File: src/hdl/dps_map.svh
// register offsets, field positions, reset values and timing counts
`ifndef DPS_MAP_SVH
`define DPS_MAP_SVH

// register indices; byte address is four times the index
`define DPS_IDX_CLKCFG     8'h02
`define DPS_IDX_SYNCCFG    8'h05
`define DPS_IDX_LOCKSTAT   8'h12
`define DPS_IDX_INTERP     8'h20
`define DPS_IDX_SAMPLE     8'h21

// clock configuration fields
`define DPS_BIT_RECOVERY   2
`define DPS_BIT_CLKOUT     3
`define DPS_BIT_POLARITY   4
`define DPS_CLKCFG_MASK    8'h1C
`define DPS_CLKCFG_RST     8'h00

// sync configuration fields
`define DPS_BIT_MODSEL     3
`define DPS_OFFSET_LSB     4
`define DPS_OFFSET_MSB     7
`define DPS_SYNCCFG_MASK   8'hF8
`define DPS_SYNCCFG_RST    8'h00

// interpolation and lock status
`define DPS_INTERP_RST     2'h0
`define DPS_LOCK_LOST      0
`define DPS_LOCK_NOW       1
`define DPS_LOCK_EVER      2
`define DPS_LOCKSTAT_RST   3'h0

// converter clock is mclk divided by four
`define DPS_DIV_BITS       2
`define DPS_POS_W          5
`define DPS_SUB_HALF       2'h2

// timing
`define DPS_MCLK_PS        50000
`define DPS_TRANS_SETUP_PS 1500
`define DPS_TRANS_SETUP_CYC \
  ((`DPS_TRANS_SETUP_PS + `DPS_MCLK_PS - 1) / `DPS_MCLK_PS)
`define DPS_LOCK_EDGES     3'h4

`endif

File: src/hdl/dps_pkg.sv
// types shared by the data port clock sync block
package dps_pkg;

  typedef enum {
    DPS_MASTER,
    DPS_MOD_MASTER,
    DPS_EXT_SYNC,
    DPS_SLAVE,
    DPS_LOW_SETUP_HOLD,
    DPS_MOD_SLAVE
  } dps_mode_t;

  typedef enum logic [1:0] {
    DPS_X1,
    DPS_X2,
    DPS_X4,
    DPS_X8
  } dps_interp_t;

  typedef logic [15:0] dps_sample_t;

endpackage

File: src/hdl/dps_phase_if.sv
// converter phase counter signals between top and phase generator
`timescale 1ns/1ps
`include "dps_map.svh"

interface dps_phase_if;
  logic [`DPS_POS_W-1:0] periodLast;
  logic                  load;
  logic [`DPS_POS_W-1:0] loadPos;
  logic [`DPS_POS_W-1:0] pos;

  modport gen
  (
    input  periodLast,
    input  load,
    input  loadPos,
    output pos
  );

  modport user
  (
    output periodLast,
    output load,
    output loadPos,
    input  pos
  );
endinterface

File: src/hdl/dps_phase_gen.sv
// converter clock phase counter, wraps at interpolation factor
`timescale 1ns/1ps
`include "dps_map.svh"

module dps_phase_gen
(
  // clock and reset
  input  wire logic mclk,
  input  wire logic resetn,
  // phase port
  dps_phase_if.gen  ph
);

  logic [`DPS_POS_W-1:0] pos_reg;
  logic [`DPS_POS_W-1:0] pos_next;
  logic [`DPS_DIV_BITS-1:0] subNext;

  // wrap keeps the sub-cycle running, so a shorter period never cuts a clock
  assign subNext  = pos_reg[`DPS_DIV_BITS-1:0] + `DPS_DIV_BITS'(1);
  assign pos_next = ph.load ? ph.loadPos :
                    (pos_reg >= ph.periodLast) ? `DPS_POS_W'(subNext) :
                    pos_reg + `DPS_POS_W'(1);
  assign ph.pos   = pos_reg;

  always_ff @(posedge mclk or negedge resetn)
  begin
    if (!resetn)
      pos_reg <= '0;
    else
      pos_reg <= pos_next;
  end

endmodule

File: src/hdl/dps_port_top.sv
// sample input port with data-rate clock modes and latch edge selection
// How it works
// [RQ1] clock-output enable drives data-rate pin: data rate, or modulator sync
// [RQ2] all three select bits low: external sync, converter clock times data
// [RQ3] output off, recovery on: slave, or modulator slave with sync select
// [RQ4] output off, sync select 1, recovery off: low setup/hold mode
// [RQ5] master 1x: data-rate clock is inverted, delayed converter clock copy
// [RQ6] 1x: polarity 0 latches on falling edge, 1 on rising edge
// [RQ7] 2x: every second rising edge, before data-rate fall or rise
// [RQ8] 4x and 8x: every fourth or eighth rising edge, same polarity choice
// [RQ9] generated data-rate clock high phase is slightly under half period
// [RQ10] far party supplies converter clock and data-rate clock in slave; converter clock is still driven here from the phase counter
// [RQ11] slave aligns phase counter to incoming clock; polarity picks edge
// [RQ12] slave polarity 0: last rising edge at least setup before fall
// [RQ13] far party keeps converter edges out of the keep-out window
// [RQ14] three lock status bits readable at bits 0 to 2
// [RQ15] bit 2 ever locked, bit 1 locked now, bit 0 lost lock
// [RQ16] low setup/hold latches on data-rate clock edge chosen by polarity
// [RQ17] external sync keeps pin an input and ignores it
// [RQ18] external sync 1x latches every cycle like master, no clock out
// [RQ19] external sync: polarity toggle shifts latch by half the factor
// [RQ20] external sync ignores the latch edge offset
// [RQ21] operator toggles polarity on noise floor degradation
// [RQ22] latch strobe comes from phase counter wrapping at interpolation factor; low setup/hold mode uses data-rate clock edges instead
`timescale 1ns/1ps
`include "dps_map.svh"

module dps_port_top
(
  // clock and reset
  input  wire logic               mclk,
  input  wire logic               resetn,
  // ahb-lite slave
  input  wire logic               hsel,
  input  wire logic [31:0]        haddr,
  input  wire logic [1:0]         htrans,
  input  wire logic               hwrite,
  input  wire logic [2:0]         hsize,
  input  wire logic [31:0]        hwdata,
  input  wire logic               hready,
  output logic                    hreadyout,
  output logic                    hresp,
  output logic      [31:0]        hrdata,
  // sample port
  input  wire dps_pkg::dps_sample_t sampleIn,
  output dps_pkg::dps_sample_t    sampleOut,
  output logic                    sampleValid,
  // data-rate clock pin
  input  wire logic               dataRateClkIn,
  output logic                    dataRateClkOut,
  output logic                    dataRateClkOe,
  // converter clock and modulator sync
  output logic                    converterClkOut,
  input  wire logic               modSyncIn,
  output logic                    modSyncOut
);

  import dps_pkg::*;

  // --------------------------------------------------------------
  // registers
  // --------------------------------------------------------------
  logic [7:0]            clkCfg_reg;
  logic [7:0]            syncCfg_reg;
  dps_interp_t           interp_reg;
  logic [2:0]            lockStat_reg;
  logic [2:0]            lockCnt_reg;
  logic                  wrPend_reg;
  logic [7:0]            wrIdx_reg;
  logic [31:0]           hrdata_reg;
  dps_sample_t           sample_reg;
  logic                  sampleValid_reg;
  logic                  dclkPrev_reg;
  logic                  dclkOut_reg;
  logic                  dclkOe_reg;
  logic                  convClk_reg;
  logic                  modulator_sync_select_reg;

  // --------------------------------------------------------------
  // synchronisers and phase counter
  // --------------------------------------------------------------
  logic                  dclkSync;
  dps_sample_t           sampleSync;
  dps_phase_if           ph ();

  dps_sync2 #(.WIDTH(1)) u_dclkSync
  (
    .mclk   (mclk),
    .resetn (resetn),
    .d      (dataRateClkIn),
    .q      (dclkSync)
  );

  dps_sync2 #(.WIDTH($bits(dps_sample_t))) u_sampleSync
  (
    .mclk   (mclk),
    .resetn (resetn),
    .d      (sampleIn),
    .q      (sampleSync)
  );

  dps_phase_gen u_phase
  (
    .mclk   (mclk),
    .resetn (resetn),
    .ph     (ph.gen)
  );

  // --------------------------------------------------------------
  // bus decode
  // --------------------------------------------------------------
  wire        addrPhase = hsel & hready & htrans[1];
  wire        inRange   = (haddr[31:10] == 22'h000000);
  wire [7:0]  accIdx    = haddr[9:2];
  wire        wrClk     = wrPend_reg & (wrIdx_reg == `DPS_IDX_CLKCFG);
  wire        wrSync    = wrPend_reg & (wrIdx_reg == `DPS_IDX_SYNCCFG);
  wire        wrLock    = wrPend_reg & (wrIdx_reg == `DPS_IDX_LOCKSTAT);
  wire        wrInterp  = wrPend_reg & (wrIdx_reg == `DPS_IDX_INTERP);
  wire [31:0] rdValue   =
    !inRange                        ? 32'h00000000 :
    (accIdx == `DPS_IDX_CLKCFG)     ? {24'h000000, clkCfg_reg} :
    (accIdx == `DPS_IDX_SYNCCFG)    ? {24'h000000, syncCfg_reg} :
    (accIdx == `DPS_IDX_LOCKSTAT)   ? {29'h00000000, lockStat_reg} : // RQ14
    (accIdx == `DPS_IDX_INTERP)     ? {30'h00000000, interp_reg} :
    (accIdx == `DPS_IDX_SAMPLE)     ? {16'h0000, sample_reg} :
    32'h00000000;

  // zero wait state, always okay
  assign hreadyout = 1'b1;
  assign hresp     = 1'b0;
  assign hrdata    = hrdata_reg;

  // --------------------------------------------------------------
  // mode decode
  // --------------------------------------------------------------
  wire        clkOutEn = clkCfg_reg[`DPS_BIT_CLKOUT];
  wire        recEn    = clkCfg_reg[`DPS_BIT_RECOVERY];
  wire        pol      = clkCfg_reg[`DPS_BIT_POLARITY];
  wire        modSel   = syncCfg_reg[`DPS_BIT_MODSEL];
  dps_mode_t  mode;

  assign mode = clkOutEn ? (modSel ? DPS_MOD_MASTER : DPS_MASTER) :        // RQ1
                recEn    ? (modSel ? DPS_MOD_SLAVE : DPS_SLAVE) :         // RQ3
                modSel   ? DPS_LOW_SETUP_HOLD :                           // RQ4
                DPS_EXT_SYNC;                                             // RQ2

  wire slaveMode  = (mode == DPS_SLAVE) | (mode == DPS_MOD_SLAVE);
  wire masterMode = (mode == DPS_MASTER) | (mode == DPS_MOD_MASTER);
  wire useOffset  = slaveMode | masterMode;                               // RQ20

  // --------------------------------------------------------------
  // phase geometry
  // --------------------------------------------------------------
  wire [2:0] factorLast =
    (interp_reg == DPS_X1) ? 3'h0 :
    (interp_reg == DPS_X2) ? 3'h1 :
    (interp_reg == DPS_X4) ? 3'h3 : 3'h7;                                 // RQ22

  wire [`DPS_DIV_BITS-1:0]  sub   = ph.pos[`DPS_DIV_BITS-1:0];
  wire [2:0]                phase = ph.pos[`DPS_POS_W-1:`DPS_DIV_BITS];
  wire                      convRise = (sub == '0);
  wire                      convFall = (sub == `DPS_SUB_HALF);

  assign ph.periodLast = {factorLast, {`DPS_DIV_BITS{1'b1}}};

  wire [`DPS_POS_W:0] periodCnt = {1'b0, ph.periodLast} + (`DPS_POS_W+1)'(1);
  wire [`DPS_POS_W:0] halfPos   = periodCnt >> 1;
  wire [`DPS_POS_W:0] setupPos  =
    halfPos - (`DPS_POS_W+1)'(`DPS_TRANS_SETUP_CYC);
  wire [`DPS_POS_W:0] riseStart =
    periodCnt - (`DPS_POS_W+1)'(`DPS_SUB_HALF) + (`DPS_POS_W+1)'(1);
  wire [`DPS_POS_W:0] fallStop  = halfPos - (`DPS_POS_W+1)'(`DPS_SUB_HALF);

  // --------------------------------------------------------------
  // latch edge offset, scaled to the interpolation factor
  // --------------------------------------------------------------
  wire signed [3:0] offRaw   = syncCfg_reg[`DPS_OFFSET_MSB:`DPS_OFFSET_LSB];
  wire        [1:0] offShift =
    (interp_reg == DPS_X8) ? 2'h0 :
    (interp_reg == DPS_X4) ? 2'h1 : 2'h2;
  wire signed [3:0] offScaled = offRaw >>> offShift;
  wire        [2:0] offEff    = useOffset ? (offScaled[2:0] & factorLast) : 3'h0;

  // --------------------------------------------------------------
  // latch phase selection
  // --------------------------------------------------------------
  wire [2:0] slavePhase = setupPos[`DPS_POS_W-1:`DPS_DIV_BITS];          // RQ12
  wire [2:0] basePhase  =
    pol       ? factorLast :                                              // RQ7
    slaveMode ? slavePhase :                                              // RQ11
    (factorLast >> 1);                                                    // RQ8
  wire [2:0] latchPhase = (basePhase + offEff) & factorLast;             // RQ19

  wire phaseStrobe =
    (interp_reg == DPS_X1) ? (pol ? convRise : convFall) :                // RQ6 RQ18
    (convRise & (phase == latchPhase));                                   // RQ22

  // --------------------------------------------------------------
  // incoming data-rate clock edges
  // --------------------------------------------------------------
  wire riseDet = dclkSync & ~dclkPrev_reg;
  wire fallDet = ~dclkSync & dclkPrev_reg;

  wire latchStrobe =
    (mode == DPS_LOW_SETUP_HOLD) ? (pol ? riseDet : fallDet) :            // RQ16
    phaseStrobe;

  // --------------------------------------------------------------
  // slave alignment and lock tracking
  // --------------------------------------------------------------
  wire slaveEdge = slaveMode & riseDet;                                   // RQ10
  wire goodEdge  = slaveEdge & (phase == 3'h0);
  wire badEdge   = slaveEdge & (phase != 3'h0);
  wire locked    = (lockCnt_reg == `DPS_LOCK_EDGES);

  // edge cycle becomes phase zero; sub-cycle kept so converter clock runs on
  assign ph.load    = badEdge;                                            // RQ11
  assign ph.loadPos = `DPS_POS_W'(sub) + `DPS_POS_W'(1);

  wire [2:0] lockCnt_next =
    !slaveMode ? 3'h0 :
    badEdge    ? 3'h0 :
    (goodEdge & !locked) ? lockCnt_reg + 3'h1 :
    lockCnt_reg;

  // sticky bits: hardware set wins over write-one clear
  wire lostSet  = badEdge & locked;
  wire everSet  = slaveMode & locked;
  wire lostClr  = wrLock & hwdata[`DPS_LOCK_LOST];
  wire everClr  = wrLock & hwdata[`DPS_LOCK_EVER];
  wire [2:0] lockStat_next;

  assign lockStat_next[`DPS_LOCK_LOST] =
    lostSet | (recEn & lockStat_reg[`DPS_LOCK_LOST] & ~lostClr);          // RQ15
  assign lockStat_next[`DPS_LOCK_NOW]  = slaveMode & locked;              // RQ15
  assign lockStat_next[`DPS_LOCK_EVER] =
    everSet | (recEn & lockStat_reg[`DPS_LOCK_EVER] & ~everClr);          // RQ15

  // --------------------------------------------------------------
  // generated data-rate clock
  // --------------------------------------------------------------
  wire [2:0]             relPhase = (phase - offEff) & factorLast;
  wire [`DPS_POS_W:0]    relPos   = {1'b0, relPhase, sub};
  wire dclkHigh = (relPos >= riseStart) | (relPos < fallStop);            // RQ5 RQ9
  wire dclkOut_next =
    !clkOutEn ? 1'b0 :                                                    // RQ17
    modSel    ? modSyncIn : dclkHigh;                                     // RQ1

  // --------------------------------------------------------------
  // bus registers
  // --------------------------------------------------------------
  always_ff @(posedge mclk or negedge resetn)
  begin
    if (!resetn)
    begin
      wrPend_reg <= 1'b0;
      wrIdx_reg  <= 8'h00;
      hrdata_reg <= 32'h00000000;
    end
    else
    begin
      wrPend_reg <= addrPhase & hwrite & inRange;
      wrIdx_reg  <= accIdx;
      if (addrPhase & !hwrite)
        hrdata_reg <= rdValue;
    end
  end

  always_ff @(posedge mclk or negedge resetn)
  begin
    if (!resetn)
    begin
      clkCfg_reg  <= `DPS_CLKCFG_RST;
      syncCfg_reg <= `DPS_SYNCCFG_RST;
      interp_reg  <= dps_interp_t'(`DPS_INTERP_RST);
    end
    else
    begin
      if (wrClk)
        clkCfg_reg <= hwdata[7:0] & `DPS_CLKCFG_MASK;
      if (wrSync)
        syncCfg_reg <= hwdata[7:0] & `DPS_SYNCCFG_MASK;
      if (wrInterp)
        interp_reg <= dps_interp_t'(hwdata[1:0]);
    end
  end

  // --------------------------------------------------------------
  // lock state
  // --------------------------------------------------------------
  always_ff @(posedge mclk or negedge resetn)
  begin
    if (!resetn)
    begin
      lockCnt_reg  <= 3'h0;
      lockStat_reg <= `DPS_LOCKSTAT_RST;
    end
    else
    begin
      lockCnt_reg  <= lockCnt_next;
      lockStat_reg <= lockStat_next;
    end
  end

  // --------------------------------------------------------------
  // sample capture
  // --------------------------------------------------------------
  always_ff @(posedge mclk or negedge resetn)
  begin
    if (!resetn)
    begin
      sample_reg      <= '0;
      sampleValid_reg <= 1'b0;
    end
    else
    begin
      sampleValid_reg <= latchStrobe;
      if (latchStrobe)
        sample_reg <= sampleSync;
    end
  end

  assign sampleOut   = sample_reg;
  assign sampleValid = sampleValid_reg;

  // --------------------------------------------------------------
  // pin drivers
  // --------------------------------------------------------------
  always_ff @(posedge mclk or negedge resetn)
  begin
    if (!resetn)
    begin
      dclkPrev_reg <= 1'b0;
      dclkOut_reg  <= 1'b0;
      dclkOe_reg   <= 1'b0;
      convClk_reg  <= 1'b0;
      modulator_sync_select_reg  <= 1'b0;
    end
    else
    begin
      dclkPrev_reg <= dclkSync;
      dclkOut_reg  <= dclkOut_next;
      dclkOe_reg   <= clkOutEn;                                           // RQ1
      convClk_reg  <= (sub < `DPS_SUB_HALF);
      modulator_sync_select_reg  <= (mode == DPS_MOD_SLAVE) & riseDet;
    end
  end

  assign dataRateClkOut  = dclkOut_reg;
  assign dataRateClkOe   = dclkOe_reg;
  assign converterClkOut = convClk_reg;
  assign modSyncOut      = modulator_sync_select_reg;

endmodule

File: src/hdl/dps_sync2.sv
// two flip-flop synchroniser for pin inputs
`timescale 1ns/1ps

module dps_sync2
#(
  parameter int WIDTH = 1
)
(
  // clock and reset
  input  wire logic             mclk,
  input  wire logic             resetn,
  // data
  input  wire logic [WIDTH-1:0] d,
  output logic      [WIDTH-1:0] q
);

  logic [WIDTH-1:0] meta_reg;

  always_ff @(posedge mclk or negedge resetn)
  begin
    if (!resetn)
    begin
      meta_reg <= '0;
      q        <= '0;
    end
    else
    begin
      meta_reg <= d;
      q        <= meta_reg;
    end
  end

endmodule

File: config.mk
export PLATFORM = sky130hd
export DESIGN_NAME = dps_port_top
export DESIGN_NICKNAME = d
export VERILOG_FILES = /design/src/hdl/dps_pkg.sv /design/src/hdl/dps_phase_if.sv /design/src/hdl/dps_phase_gen.sv /design/src/hdl/dps_port_top.sv /design/src/hdl/dps_sync2.sv
export VERILOG_INCLUDE_DIRS = /design/src /design/src/hdl
export SDC_FILE = /design/constraint.sdc
export NUM_CORES = 1
export LEC_CHECK = 0
export ABC_CLOCK_PERIOD_IN_PS = 7500
export BUFFER_PORTS_ARGS = -buffer_cell sky130_fd_sc_hd__buf_2
export CAP_MARGIN = 5
export CELL_PAD_IN_SITES_DETAIL_PLACEMENT = 1
export CELL_PAD_IN_SITES_GLOBAL_PLACEMENT = 2
export CORE_UTILIZATION = 36
export CTS_BUF_LIST = sky130_fd_sc_hd__clkbuf_4
export CTS_CLUSTER_SIZE = 30
export DETAILED_ROUTE_END_ITERATION = 8
export GPL_TIMING_DRIVEN = 0
export PLACE_DENSITY = 0.86
export SLEW_MARGIN = 10
export SYNTH_ARGS = -nofsm -noshare
export SYNTH_HDL_FRONTEND = slang
export SYNTH_HIERARCHICAL = 1
export SYNTH_SLANG_ARGS = --single-unit
File: constraint.sdc
create_clock -name mclk -period 7.5 [get_ports mclk]
set_input_delay 0.75 -clock mclk [delete_from_list [all_inputs] [get_ports mclk]]
set_output_delay 0.75 -clock mclk [all_outputs]
set_load 0.02 [all_outputs]
==> results.json <==
{
  "portBuffers": 98,
  "ios": 147,
  "ctsHtreeMaxLevel": 3,
  "via_per_inst": 4.83,
  "setup_viol": 0,
  "crit_family": "compound AO/OA/AOI/OAI gates",
  "clock_path_buffers": 2,
  "grt_pass1_wl_um": 17200,
  "fin_skew_ns": 0.0104,
  "dp.cells": 646,
  "critical_path_buf_inv_count": 2,
  "fin_hold_ws_ns": 0.235,
  "die_area_sq_um": 13000,
  "slew_headroom_pct": 28.1,
  "min_period_ns": 3.65,
  "synth_area_per_cell_sq_um": 12.6,
  "die_x_um": 114,
  "num_vias": 3198,
  "hold_viol": 0,
  "cp.depth": 12,
  "hold_path.class": "in2async",
  "power.leakage_nw": 2.64,
  "synth_cell_types": 55,
  "instances_no_fill": 662,
  "crit_path_start_kind": "flop",
  "drv_slew": 0,
  "min_period_over_period_pct": 48.6,
  "drtIter0Drc": 127,
  "synth_commonest_cells": "dfrtp_1 (102), mux2_2 (21), inv_1 (20), nand2_1 (20)",
  "synth_cells": 359,
  "slowest_stage": "a311oi_4",
  "synth_seq_area_share_pct": 56.5,
  "cts.reportedPaths.clkPinSlew_ns": 0.16,
  "drc": 0,
  "rsz0062_at_grt": "no",
  "grt_pass1_vias": 3385,
  "ys_warn_count": 6,
  "fmax_ghz": 0.274,
  "async_reset_ff_share_pct": 100,
  "coreArea_sq_um": 12100,
  "holdBufCountCts": 0,
  "cts_resized": 0,
  "crit_type": "reg2reg",
  "fin_setup_tns_ns": 0,
  "required_ns": 7.85,
  "rr_worst_depth": 12,
  "drive_gt1_share_pct": 37.2,
  "critPathArrivalTime_ns": 3.99,
  "syn_area_sq_um": 4510,
  "track_usage_pct": 17.4,
  "total_power_mw": 1.40,
  "dieHeight_um": 114,
  "yosysTopAreaCellShare_pct": 56.5,
  "postCtsSetupBuffers": 0,
  "num_rows": 40,
  "routed_wl_um": 10700,
  "synth-seq-cells": 102,
  "synth_flop_cell": "dfrtp_1",
  "diodes": 0,
  "drtAntennaViolNets": 0,
  "clock-sinks": 102,
  "grt.overflow.total": 0,
  "tightest_slew_ns": 1.07,
  "start_util_pct": 37.3,
  "fillers": 1383,
  "yosys.area.top_type": "dfrtp_1",
  "ys_top_cells_by_area": "dfrtp_1 (57%), mux2_2 (5.2%), ha_1 (5.0%)",
  "cap_violations": 0,
  "status": "complete, no violations",
  "crit_path_end_kind": "flop",
  "dp_hpwl_um": 8360,
  "syn_to_final_growth_pct": 20.6,
  "antenna_found_initial": 1,
  "synth_edf_count": 0,
  "post_drt_wl_per_cell_um": 16.1,
  "root_buffer": "clkbuf_4",
  "powerDensity_nw_per_um2": 257,
  "place.gp.congestion": 0.762,
  "path_max_fanout": 10,
  "crit_chain": "buf_2 -> mux2_2 -> a21oi_1 -> nor2_1 -> ha_1 -> fa_1 -> and3_1 -> o2111a_1 -> o21ai_2 -> a311oi_4 -> buf_12 -> mux2_4",
  "numCtsBuffers": 9,
  "grt_max_degree": 68,
  "vdd_drop_max_mv": 0.131,
  "postLayoutCoreUtil_pct": 44.9,
  "cp_slowest_stage_delay_ns": 0.62,
  "cts_tree": "done",
  "firstDrtPassIters": 5,
  "nNetsFinal": 601,
  "synth.most_common_cell": "dfrtp_1",
  "insertion_delay_ns": 0.44
}
[cell usage in the layout (no fill, tap or decap), types with 7 or more instances in the layout]
cell type and instances:
dfrtp_1 102, buf_2 100, conb_1 22, mux2_2 21, nand2_1 20, inv_1 20, buf_4 19, ha_1 18
nor2_1 17, a22o_1 14, clkbuf_4 11, nor3_1 9, a21oi_1 9, mux2_4 9, nand4_1 8, nand3_1 8
o21ai_0 7, nor4_1 7
[layout make-up]
class                      instances  area [sq um]  area share [%]
buffer                            25           189            3.47
timing repair buffer              99           520            9.56
sequential                       102          2550            46.9
multi-input combinational        232          1770            32.6
inverter                          20          75.1            1.38
clock buffer                      11          82.6            1.52
tap                              168           210            3.86
clock inverter                     5          41.3           0.758
[per-stage QoR]
stage / setup WS, ns / cell area, sq um
after floorplan: 4.27 / 4590
after global placement: 3.90 / 5290
after detailed placement: 3.80 / 5320
after CTS: 3.79 / 5440
after global routing: 3.72 / 5440
final: 3.85 / 5440
[layer usage]
metal | share of wire, % | vias to the layer above | wire length (um) | track usage [%]
met5 | 0.12 | - | 13 | 0
met4 | 1.0 | 2 | 111 | 4.59
met3 | 5.1 | 11 | 547 | 4.89
met2 | 51 | 88 | 5470 | 30.5
met1 | 42 | 1604 | 4530 | 20.9
li1 | - | 1493 | - | -
[final timing paths]
path / slack (ns) / end / startpoint
min in group mclk: 0.36 / u_sampleSync/q[3] / u_sampleSync/meta_reg[3]
worst min register to register: 0.36 / u_sampleSync/q[3] / u_sampleSync/meta_reg[3]
worst max-delay path: 3.85 / sampleOut[14] / interp_reg[1]
max in group asynchronous: 6.56 / sampleValid / resetn
worst max register to register: 3.85 / sampleOut[14] / interp_reg[1]
worst min-delay path: 0.24 / u_phase/ph.pos[4] / resetn
[where the power goes]
group	leakage (nW)	internal (mW)	switching, mW	total, mW
registers	1.25	0.626	0.0764	0.702
clock network	0.0698	0.0803	0.185	0.265
logic	1.32	0.195	0.234	0.429
[worst register-to-register path, cell delays in order, from the launching register on]
cell	delay [ns]
dfrtp_1	0.41
buf_2	0.23
mux2_2	0.35
a21oi_1	0.15
nor2_1	0.08
ha_1	0.20
fa_1	0.54
and3_1	0.16
o2111a_1	0.18
o21ai_2	0.07
a311oi_4	0.62
buf_12	0.25
mux2_4	0.31
[cells by family after synthesis]
kind of cell               Yosys count  share of synthesized area, %
DFF                                102                          56.5
and+or+nand+nor                     94                          11.1
AOI/OAI and AO/OA                   55                          9.84
buffers and inverters               45                          5.85
muxes                               33                          8.90
adders and majority gates           20                          5.88
xor gates and xnor gates             8                          1.72
other                                2                         0.166
Note: power is estimated with default switching activity, not from simulation.
